File: src/rtl/flpd_pkg.sv
// Package with opcodes, lock geometry and timing constants for the lock and power-down controller.
package flpd_pkg;
  localparam logic [7:0] OP_GLOBAL_LOCK = 8'h7E;
  localparam logic [7:0] OP_GLOBAL_UNLOCK = 8'h98;
  localparam logic [7:0] OP_READ_LOCK_A = 8'h3C;
  localparam logic [7:0] OP_READ_LOCK_B = 8'h3D;
  localparam logic [7:0] OP_POWER_DOWN = 8'hB9;
  localparam logic [7:0] OP_DEEPEST_DOWN = 8'h79;
  localparam logic [7:0] OP_RESUME = 8'hAB;
  localparam logic [7:0] OP_RESET_ENABLE = 8'h66;
  localparam logic [7:0] OP_RESET_DEVICE = 8'h99;
  localparam logic [7:0] OP_TERMINATE = 8'hF0;
  localparam logic [7:0] OP_PROG_PAGE = 8'h02;
  localparam logic [7:0] OP_PROG_SEQ_A = 8'hAF;
  localparam logic [7:0] OP_PROG_SEQ_B = 8'hAD;
  localparam logic [7:0] OP_PROG_DUAL = 8'hA2;
  localparam logic [7:0] OP_PROG_QUAD = 8'h32;
  localparam logic [7:0] OP_PROG_OTP = 8'h9B;
  localparam logic [7:0] OP_ERASE_4K = 8'h20;
  localparam logic [7:0] OP_ERASE_32K = 8'h52;
  localparam logic [7:0] OP_ERASE_64K = 8'hD8;
  localparam logic [7:0] OP_ERASE_CHIP_A = 8'h60;
  localparam logic [7:0] OP_ERASE_CHIP_B = 8'hC7;
  // Lock map: 16 bottom 4 kB bits, 62 middle 64 kB bits, 16 top 4 kB bits.
  localparam int LOCK_BITS = 94;
  localparam int LOCK_IDX_W = 7;
  localparam int ADDR_W = 24;
  localparam int BLK64_LAST = 63;
  localparam int TOP_BASE = 78;
  localparam logic [LOCK_BITS-1:0] LOCK_RESET = {LOCK_BITS{1'b1}};
  localparam int CLK_MHZ = 100;
  // Exit recovery and operation busy times in microseconds; plain defaults.
  localparam int DEEP_WAKE_US = 3;
  localparam int DEEPEST_WAKE_US = 100;
  localparam int RESET_SEQ_US = 30;
  localparam int OP_BUSY_US = 50;
  localparam int DEEP_WAKE_CYC = DEEP_WAKE_US * CLK_MHZ;
  localparam int DEEPEST_WAKE_CYC = DEEPEST_WAKE_US * CLK_MHZ;
  localparam int RESET_SEQ_CYC = RESET_SEQ_US * CLK_MHZ;
  localparam int OP_BUSY_CYC = OP_BUSY_US * CLK_MHZ;
  localparam int CNT_W = 16;
endpackage : flpd_pkg

File: src/rtl/flpd_ctrl.sv
`timescale 1ns/1ps
`default_nettype none
// Serial command interpreter for block lock, power-down and reset handling of a flash.

module flpd_ctrl
  import flpd_pkg::*;
(
  // Clock and synchronous reset (power-on).
  input wire logic clk,
  input wire logic resetn,
  // SPI pins, asynchronous to clk.
  input wire logic spi_sck,
  input wire logic spi_cs_n,
  input wire logic spi_si,
  output logic spi_so,
  output logic spi_so_oe,
  // Reset sources and configuration.
  input wire logic jedec_reset,
  input wire logic reset_pin_n,
  input wire logic reset_pin_enable,
  input wire logic power_down_select_bit,
  // Status.
  output logic busy,
  output logic deep_power_down_state,
  output logic deepest_power_down_state,
  output logic waking,
  output logic op_refused,
  output logic op_aborted,
  output logic device_reset_pulse,
  output logic sram_valid
);
  typedef enum logic [2:0] {
    ST_IDLE = 3'b000,
    ST_BUSY = 3'b001,
    ST_DEEP = 3'b010,
    ST_DEEPEST = 3'b011,
    ST_WAKE = 3'b100,
    ST_RESET = 3'b101
  } flpd_state_e;

  flpd_state_e state;
  flpd_state_e next_state;

  // Pin synchronisers: second stage is the only reader of the first.
  logic [1:0] sck_s;
  logic [1:0] cs_s;
  logic [1:0] si_s;
  logic [1:0] rp_s;
  logic [1:0] jr_s;
  logic sck_d;
  logic jr_d;
  always_ff @(posedge clk) begin
    if (!resetn) begin
      sck_s <= 2'b00;
      cs_s <= 2'b11;
      si_s <= 2'b00;
      rp_s <= 2'b11;
      jr_s <= 2'b00;
      sck_d <= 1'b0;
      jr_d <= 1'b0;
    end else begin
      sck_s <= {sck_s[0], spi_sck};
      cs_s <= {cs_s[0], spi_cs_n};
      si_s <= {si_s[0], spi_si};
      rp_s <= {rp_s[0], reset_pin_n};
      jr_s <= {jr_s[0], jedec_reset};
      sck_d <= sck_s[1];
      jr_d <= jr_s[1];
    end
  end

  wire cs_active = !cs_s[1];
  wire sck_rise = cs_active && sck_s[1] && !sck_d;
  wire sck_fall = cs_active && !sck_s[1] && sck_d;
  // The reset pin acts only while its function is enabled; a low level holds the reset sequence.
  wire pin_reset = reset_pin_enable && !rp_s[1];
  wire jedec_hit = jr_s[1] && !jr_d;
  // External resets wake from either power-down and abort any operation.
  wire hard_reset = pin_reset || jedec_hit;

  // Command shifter.
  logic [5:0] bit_cnt;
  logic [7:0] opcode;
  logic [ADDR_W-1:0] addr;
  logic reset_armed;
  logic [7:0] lock_shift;
  logic lock_out_active;
  logic [3:0] out_cnt;

  wire [7:0] next_opcode = {opcode[6:0], si_s[1]};
  wire [ADDR_W-1:0] next_addr = {addr[ADDR_W-2:0], si_s[1]};
  // Bit counts are taken before the increment, so bit 7 is the last opcode bit and bit 31 the last address bit.
  wire op_done = sck_rise && bit_cnt == 6'd7;
  wire addr_done = sck_rise && bit_cnt == 6'd31;
  wire is_read_lock = opcode == OP_READ_LOCK_A || opcode == OP_READ_LOCK_B;
  wire is_program = next_opcode == OP_PROG_PAGE || next_opcode == OP_PROG_SEQ_A
    || next_opcode == OP_PROG_SEQ_B || next_opcode == OP_PROG_DUAL
    || next_opcode == OP_PROG_QUAD || next_opcode == OP_PROG_OTP;
  wire is_erase = next_opcode == OP_ERASE_4K || next_opcode == OP_ERASE_32K
    || next_opcode == OP_ERASE_64K || next_opcode == OP_ERASE_CHIP_A
    || next_opcode == OP_ERASE_CHIP_B;
  wire is_chip_erase = next_opcode == OP_ERASE_CHIP_A || next_opcode == OP_ERASE_CHIP_B;
  wire powered_down = state == ST_DEEP || state == ST_DEEPEST;
  wire op_in_idle = op_done && state == ST_IDLE;
  // The reset pair needs 66h as the opcode of the previous frame; any other frame disarms it.
  wire sw_reset = op_done && reset_armed && next_opcode == OP_RESET_DEVICE;
  // Program and erase other than chip erase carry an address; they start at address completion.
  wire pe_cmd = (is_program || is_erase) && !is_chip_erase;

  // Address to lock index: 4 kB granularity in the outer 64 kB blocks.
  // Only bits 21:16 select a 64 kB block; higher address bits lie beyond the array and are ignored.
  wire [5:0] blk64 = addr[21:16];
  wire [3:0] sub4k = addr[15:12];
  logic [LOCK_IDX_W-1:0] lock_idx;
  assign lock_idx = blk64 == 6'd0 ? {3'b000, sub4k}
    : blk64 == 6'(BLK64_LAST) ? LOCK_IDX_W'(TOP_BASE) + {3'b000, sub4k}
    : LOCK_IDX_W'(15) + {1'b0, blk64};
  wire [LOCK_IDX_W-1:0] next_idx = {3'b000, next_addr[15:12]} == 7'd0 && next_addr[21:16] == 6'd0 ? 7'd0
    : next_addr[21:16] == 6'd0 ? {3'b000, next_addr[15:12]}
    : next_addr[21:16] == 6'(BLK64_LAST) ? LOCK_IDX_W'(TOP_BASE) + {3'b000, next_addr[15:12]}
    : LOCK_IDX_W'(15) + {1'b0, next_addr[21:16]};

  // Lock store; internal resets re-set all bits.
  logic soft_reset;
  logic lock_bit;
  wire glob_lock = op_in_idle && next_opcode == OP_GLOBAL_LOCK;
  wire glob_unlock = op_in_idle && next_opcode == OP_GLOBAL_UNLOCK;
  // The read index follows the shifting address on the last address bit so the lock bit is ready early.
  flpd_lock_mem u_lock (
    .clk(clk),
    .resetn(resetn),
    .soft_reset(soft_reset),
    .set_all(glob_lock),
    .clear_all(glob_unlock),
    .rd_idx(addr_done ? next_idx : lock_idx),
    .rd_bit(lock_bit)
  );
  logic lock_valid;
  logic pe_pending;
  logic chip_pending;
  logic opcode_is_pe;

  // Timer shared by busy, wake and internal reset.
  logic [CNT_W-1:0] timer;
  wire timer_done = timer == '0;

  // Outside resets are applied last so that they override any command decoded in the same cycle.
  always_comb begin
    next_state = state;
    unique case (state)
      ST_IDLE: begin
        if (op_in_idle && next_opcode == OP_POWER_DOWN) begin
          next_state = power_down_select_bit ? ST_DEEP : ST_DEEPEST;
        end else if (op_in_idle && next_opcode == OP_DEEPEST_DOWN) begin
          next_state = ST_DEEPEST;
        end else if (lock_valid && pe_pending && !lock_bit) begin
          next_state = ST_BUSY;
        end else if (chip_pending) begin
          next_state = ST_BUSY;
        end
      end
      ST_BUSY: begin
        // F0h halts the operation without any internal reset.
        if (op_done && next_opcode == OP_TERMINATE) begin
          next_state = ST_IDLE;
        end else if (timer_done) begin
          next_state = ST_IDLE;
        end
      end
      ST_DEEP: begin
        // Chip select release and F0h fall through here and change nothing.
        if (op_done && next_opcode == OP_RESUME) begin
          next_state = ST_WAKE;
        end
      end
      ST_DEEPEST: begin
        if (op_done && next_opcode == OP_RESUME) begin
          next_state = ST_RESET;
        end
      end
      ST_WAKE: begin
        if (timer_done) begin
          next_state = ST_IDLE;
        end
      end
      ST_RESET: begin
        if (timer_done) begin
          next_state = ST_IDLE;
        end
      end
      default: next_state = ST_IDLE;
    endcase
    // The reset pair is honoured in deep but not deepest power-down.
    if (sw_reset && state != ST_DEEPEST) begin
      next_state = ST_RESET;
    end
    if (hard_reset) begin
      next_state = ST_RESET;
    end
  end

  // The timer loads only on a change of state, so a reset held for several cycles runs one sequence.
  wire enter_wait = next_state != state;
  logic [CNT_W-1:0] next_timer;
  always_comb begin
    next_timer = timer_done ? timer : timer - CNT_W'(1);
    if (enter_wait) begin
      unique case (next_state)
        ST_BUSY: next_timer = CNT_W'(OP_BUSY_CYC);
        ST_WAKE: next_timer = CNT_W'(DEEP_WAKE_CYC);
        ST_RESET: next_timer = state == ST_DEEPEST ? CNT_W'(DEEPEST_WAKE_CYC) : CNT_W'(RESET_SEQ_CYC);
        default: next_timer = '0;
      endcase
    end
  end

  always_ff @(posedge clk) begin
    if (!resetn) begin
      state <= ST_IDLE;
      timer <= '0;
    end else begin
      state <= next_state;
      timer <= next_timer;
    end
  end

  // Command shift register; powered-down states ignore all but exit opcodes.
  always_ff @(posedge clk) begin
    if (!resetn || !cs_active) begin
      bit_cnt <= '0;
    end else if (sck_rise && bit_cnt != 6'd63) begin
      bit_cnt <= bit_cnt + 6'd1;
    end
  end

  always_ff @(posedge clk) begin
    if (!resetn) begin
      opcode <= '0;
      addr <= '0;
      reset_armed <= 1'b0;
      pe_pending <= 1'b0;
      chip_pending <= 1'b0;
      lock_valid <= 1'b0;
    end else begin
      lock_valid <= addr_done;
      if (sck_rise && bit_cnt < 6'd8) begin
        opcode <= next_opcode;
      end
      if (sck_rise && bit_cnt >= 6'd8 && bit_cnt < 6'd32) begin
        addr <= next_addr;
      end
      if (op_done) begin
        reset_armed <= next_opcode == OP_RESET_ENABLE && state != ST_DEEPEST;
      end
      pe_pending <= addr_done && state == ST_IDLE && opcode_is_pe;
      chip_pending <= op_in_idle && is_chip_erase;
    end
  end
  // The opcode class is latched at the eighth bit so the address stage can start the operation.
  always_ff @(posedge clk) begin
    if (!resetn) begin
      opcode_is_pe <= 1'b0;
    end else if (op_done) begin
      opcode_is_pe <= pe_cmd;
    end
  end

  // Lock readback: the field is loaded before the falling edge that ends the last address bit.
  // That falling edge only opens the output window, so the MSB still stands at the next rising
  // edge; the count of nine covers it and the eight bit times that follow.
  always_ff @(posedge clk) begin
    if (!resetn || !cs_active) begin
      lock_out_active <= 1'b0;
      out_cnt <= '0;
      lock_shift <= '0;
    end else if (lock_valid && is_read_lock && state == ST_IDLE) begin
      lock_shift <= {7'h00, lock_bit};
      lock_out_active <= 1'b1;
      out_cnt <= 4'd9;
    end else if (lock_out_active && sck_fall) begin
      if (out_cnt == 4'd1) begin
        lock_out_active <= 1'b0;
      end
      out_cnt <= out_cnt - 4'd1;
      if (out_cnt != 4'd9) begin
        lock_shift <= {lock_shift[6:0], 1'b0};
      end
    end
  end

  always_ff @(posedge clk) begin
    if (!resetn) begin
      spi_so <= 1'b0;
      spi_so_oe <= 1'b0;
      busy <= 1'b0;
      deep_power_down_state <= 1'b0;
      deepest_power_down_state <= 1'b0;
      waking <= 1'b0;
      op_refused <= 1'b0;
      op_aborted <= 1'b0;
      device_reset_pulse <= 1'b0;
      soft_reset <= 1'b0;
      sram_valid <= 1'b1;
    end else begin
      // Status outputs other than op_refused follow next_state so they change in the same cycle as the state register.
      spi_so <= lock_shift[7];
      spi_so_oe <= lock_out_active && !powered_down;
      busy <= next_state == ST_BUSY;
      deep_power_down_state <= next_state == ST_DEEP;
      deepest_power_down_state <= next_state == ST_DEEPEST;
      waking <= next_state == ST_WAKE || next_state == ST_RESET;
      op_refused <= lock_valid && pe_pending && lock_bit;
      op_aborted <= state == ST_BUSY && next_state != ST_BUSY && !timer_done;
      device_reset_pulse <= next_state == ST_RESET && state != ST_RESET;
      soft_reset <= next_state == ST_RESET && state != ST_RESET;
      // SRAM contents are lost only on the way out of deepest power-down.
      if (state == ST_DEEPEST && next_state == ST_RESET) begin
        sram_valid <= 1'b0;
      end else if (state == ST_RESET && next_state == ST_IDLE) begin
        sram_valid <= 1'b1;
      end
    end
  end
endmodule : flpd_ctrl
`default_nettype wire

File: src/rtl/flpd_lock_mem.sv
`timescale 1ns/1ps
`default_nettype none
// Lock bit store with global set and clear and a registered read port.
module flpd_lock_mem
  import flpd_pkg::*;
(
  // Clock and reset.
  input wire logic clk,
  input wire logic resetn,
  // Internal reset on entry to the reset sequence: resume from deepest power-down, reset pair, reset pin or JEDEC reset.
  input wire logic soft_reset,
  // Global commands.
  input wire logic set_all,
  input wire logic clear_all,
  // Read port.
  input wire logic [LOCK_IDX_W-1:0] rd_idx,
  output logic rd_bit
);
  logic [LOCK_BITS-1:0] lock_bits;

  always_ff @(posedge clk) begin
    if (!resetn || soft_reset || set_all) begin
      lock_bits <= LOCK_RESET;
    end else if (clear_all) begin
      lock_bits <= '0;
    end
  end

  always_ff @(posedge clk) begin
    if (!resetn) begin
      rd_bit <= 1'b1;
    end else begin
      rd_bit <= lock_bits[rd_idx];
    end
  end
endmodule : flpd_lock_mem
`default_nettype wire

File: config.mk
export PLATFORM = sky130hd
export DESIGN_NAME = flpd_ctrl
export DESIGN_NICKNAME = d
export VERILOG_FILES = /design/src/rtl/flpd_pkg.sv /design/src/rtl/flpd_ctrl.sv /design/src/rtl/flpd_lock_mem.sv
export SDC_FILE = /design/constraint.sdc
export NUM_CORES = 1
export LEC_CHECK = 0
export ABC_AREA = 0
export ABC_CLOCK_PERIOD_IN_PS = 2680
export BUFFER_PORTS_ARGS = -buffer_cell sky130_fd_sc_hd__buf_2
export CORE_ASPECT_RATIO = 0.7
export CORE_MARGIN = 1
export CORE_UTILIZATION = 50
export DETAILED_ROUTE_END_ITERATION = 12
export MAX_ROUTING_LAYER = met4
export PLACE_DENSITY_LB_ADDON = 0.12
export SLEW_MARGIN = 5
export SYNTH_ARGS = -nofsm -noshare
export SYNTH_HDL_FRONTEND = slang
export SYNTH_SLANG_ARGS = --single-unit
File: constraint.sdc
create_clock -name clk -period 2.68 [get_ports clk]
set_clock_uncertainty 0.2 [all_clocks]
set_input_delay 0 -clock clk [delete_from_list [all_inputs] [get_ports clk]]
set_output_delay 0 -clock clk [all_outputs]
set_load 0.005 [all_outputs]
==> metrics.txt <==
Final nets 582; PwrDens approximately 790 mW/mm^2; share of post-route cells with drive strength above 1 0.171; Final Critical Period 2.59 ns; Largest stage delay, worst path 0.39 ns; Max Cap Viol 0; # H-tree levels 3; IO Pins 19; Mapped Area 0.00453 sq mm; setup violators final 0; hold crit path type in2reg; core area ~0.0086 sq mm; drt initial violations 241; outcome completed; IO Port Bufs 18; GRT met1 Usage 0.334; GRT overflow 0; CP Capture Type register; Worst Setup Slack, final 0.0928 ns; GP Congestion just under 0.9; Final ANT Viol Nets 0; first-pass GRT wire length around 16,000 microns; root buffer cell clkbuf_16; Crit Path Category reg2reg; busiest grt layer met1; cells along the critical path ha_1 > nand4_1 > nor4_4 > buf_4 > a41o_1 > or2_2 > a32oi_4 > nor3_2 > a31o_2; total CTS buffers 9; Post-synth EDFFs 0; final wirelength between 9000 and 10,000 microns; GR Util met3 0.0664; Final Cycle Share 0.965; Clk Latency, worst-skew pair about 0.35 ns; vias in the first global route 3,303; LEAKAGE 0.00208 uW; syn_area_per_cell 8.65 sq um; worst rel slew slack 0.415; clk sinks 97; Reg clk slew, reported paths roughly 0.07 ns; met2 Use GR 0.310; Most used DFF post-synth dfxtp_1; Mapped Cells 524; RSZ-0062 raised after global routing true; ant diodes 0; CTS tree yes; P&R area growth vs syn 17.0%; die height 81.6 microns; Initial Util 0.526; largest net degree at the start of global routing 37; Final Power 4180 uW; Max IR drop VDD 0.000533 V; Via density 5.43; Hold Violations, Final 0; Required @ worst endpoint between 2 and 3 ns; slowest stage cell on the critical path a32oi_4; Post-Syn Nets 545; Worst Path Max Fanout 8; vias 3,722; Pre-Repair DR Iteration Count 4; dpl ws -0.0192 ns; antenna violations before repair 0; DP HPWL 6860 microns; Yosys warnings 0; Site Rows 28; Seq/Total Area, Yosys 0.429; die width 116 microns; Max Buffers Root-to-Sink 2; wire per inst 14.4 microns; die area between 0.009 and 0.01 sq mm; Final Slew Violations 0; drt drc 0; number of synthesized register bits 97; Cell variety after synth 69; CP arrival approximately 2.6 ns; Worst setup SP type register; worst slew pin tran a little under 0.9 ns; max frequency 0.387 GHz; asr flop ratio synth 0; Total GRT Usage 0.231
## final timing paths
check	from	endpoint	slack (ns)	depth (start not counted)
worst max-delay path	bit_cnt[0]	timer[7]	0.09	9
worst min-delay path	power_down_select_bit	busy	0.05	5
worst max register to register	bit_cnt[0]	timer[7]	0.09	9
worst min register to register	cs_s[0]	cs_s[1]	0.21	1
## worst max-delay path, delay by kind of cell (launching register included)
kind	cells	cell delay (ns)
fa+ha+maj	1	0.25
buf+inv	1	0.17
flops	1	0.35
simple gates	4	0.64
compound gates	3	0.87
## cells by family (layout without fill, tap and decap cells)
logic type      Yosys count  count (layout)  share of synthesized area
fa+ha+maj                12              12                     0.0331
flops                    97              97                      0.429
simple gates            244             244                      0.283
compound gates           85              85                      0.133
xor+xnor                 20              20                     0.0387
buf+inv                  49              91                     0.0464
mux                      17              17                     0.0378
## Yosys cell counts (all sizes together) (7+ instances only)
cell / number / area share
ha: 12 / 0.033
dfxtp: 97 / 0.43
nand3: 8 / 0.0099
mux2i: 16 / 0.035
a21oi: 29 / 0.032
o21ai: 8 / 0.0097
nand2: 80 / 0.068
inv: 21 / 0.017
nor3: 23 / 0.028
o21a: 7 / 0.012
clkbuf: 21 / 0.017
nor4: 8 / 0.018
xnor2: 12 / 0.023
nor2b: 12 / 0.017
nor2: 53 / 0.044
and3: 8 / 0.011
nand2b: 9 / 0.012
and2: 12 / 0.017
xor2: 8 / 0.015
## where the power goes
| part | internal (uW) | switching [uW] |
|---|---|---|
| clock network | 697 | 575 |
| logic | 570 | 667 |
| registers | 1550 | 122 |
| total | 2820 | 1360 |
## routing by layer
metal / part of all wire / vias up / wire, microns
met5: 0 / - / 0
met2: 0.40 / 109 / 3930
met1: 0.53 / 1730 / 5230
met4: 0.010 / 0 / 103
met3: 0.062 / 11 / 610
li1: - / 1872 / -
## state kept, by name, indices dropped and copies added, names as in the netlist, 2 cells and up
name        cells
out_cnt         4
si_s            2
sck_s           2
state           3
jr_s            2
addr           22
bit_cnt         6
cs_s            2
timer          16
opcode          8
rp_s            2
lock_shift      8
## cell type report
class                   instances  area [sq um]
well taps                     120           150
inverters                      22          82.6
repair buffers                 53           368
flip-flops and latches         97          1940
clock buffers                  11           253
fillers                       765          3320
multi-input cells             378          2460
clock inverters                 5          45.0
## stage by stage
step,utilization,hold WS [ns],TNS [ns],cell area (sq um),instances
after global routing,0.615,0.0896,-0.0212,5300,686
after detailed placement,0.563,-0.0114,-0.0196,4850,662
final,0.615,0.0532,0,5300,686
after global placement,0.563,-0.0158,0,4850,662
after CTS,0.605,0.0145,0,5210,684
after floorplan,-,-0.0985,0,4530,524
## what timing repair did
| item | CTS | global route |
|---|---|---|
| gates resized for setup | 2 | 14 |
| setup buffers | 0 | 2 |
| hold buffers | 6 | 0 |
| hold endpoints to repair | 18 | 0 |
| pin swaps | 0 | 5 |
| setup endpoints to repair | 3 | 11 |
## placed cells by master, fill, tap and decap left out, types with 3 or more instances in the layout
| master | synthesis | final |
|---|---|---|
| inv_6 | 0 | 3 |
| and4_1 | 3 | 3 |
| and3_1 | 8 | 8 |
| a31oi_1 | 6 | 6 |
| o21ai_1 | 2 | 4 |
| ha_1 | 12 | 12 |
| nand2b_1 | 9 | 9 |
| xor2_1 | 8 | 8 |
| mux2i_1 | 16 | 16 |
| nor3b_1 | 3 | 3 |
| or3_4 | 2 | 3 |
| o21a_1 | 7 | 7 |
| nand2_1 | 78 | 78 |
| dfxtp_1 | 97 | 96 |
| a21oi_1 | 29 | 29 |
| inv_1 | 20 | 20 |
| and2_1 | 12 | 12 |
| or3_1 | 4 | 3 |
| nand3_1 | 7 | 7 |
| o22ai_1 | 3 | 3 |
| a211oi_1 | 5 | 4 |
| nor2b_1 | 12 | 11 |
| xnor2_1 | 12 | 12 |
| a21boi_0 | 4 | 4 |
| nor4_1 | 6 | 6 |
| nor2_1 | 52 | 52 |
| clkbuf_16 | 0 | 9 |
| nor3_1 | 22 | 19 |
| dlygate4sd3_1 | 0 | 6 |
| nand3b_1 | 4 | 4 |
| buf_4 | 0 | 29 |
| nand4_1 | 3 | 3 |
| nor3_2 | 0 | 3 |
| buf_2 | 3 | 18 |
Note: power is estimated with default switching activity, not from simulation.
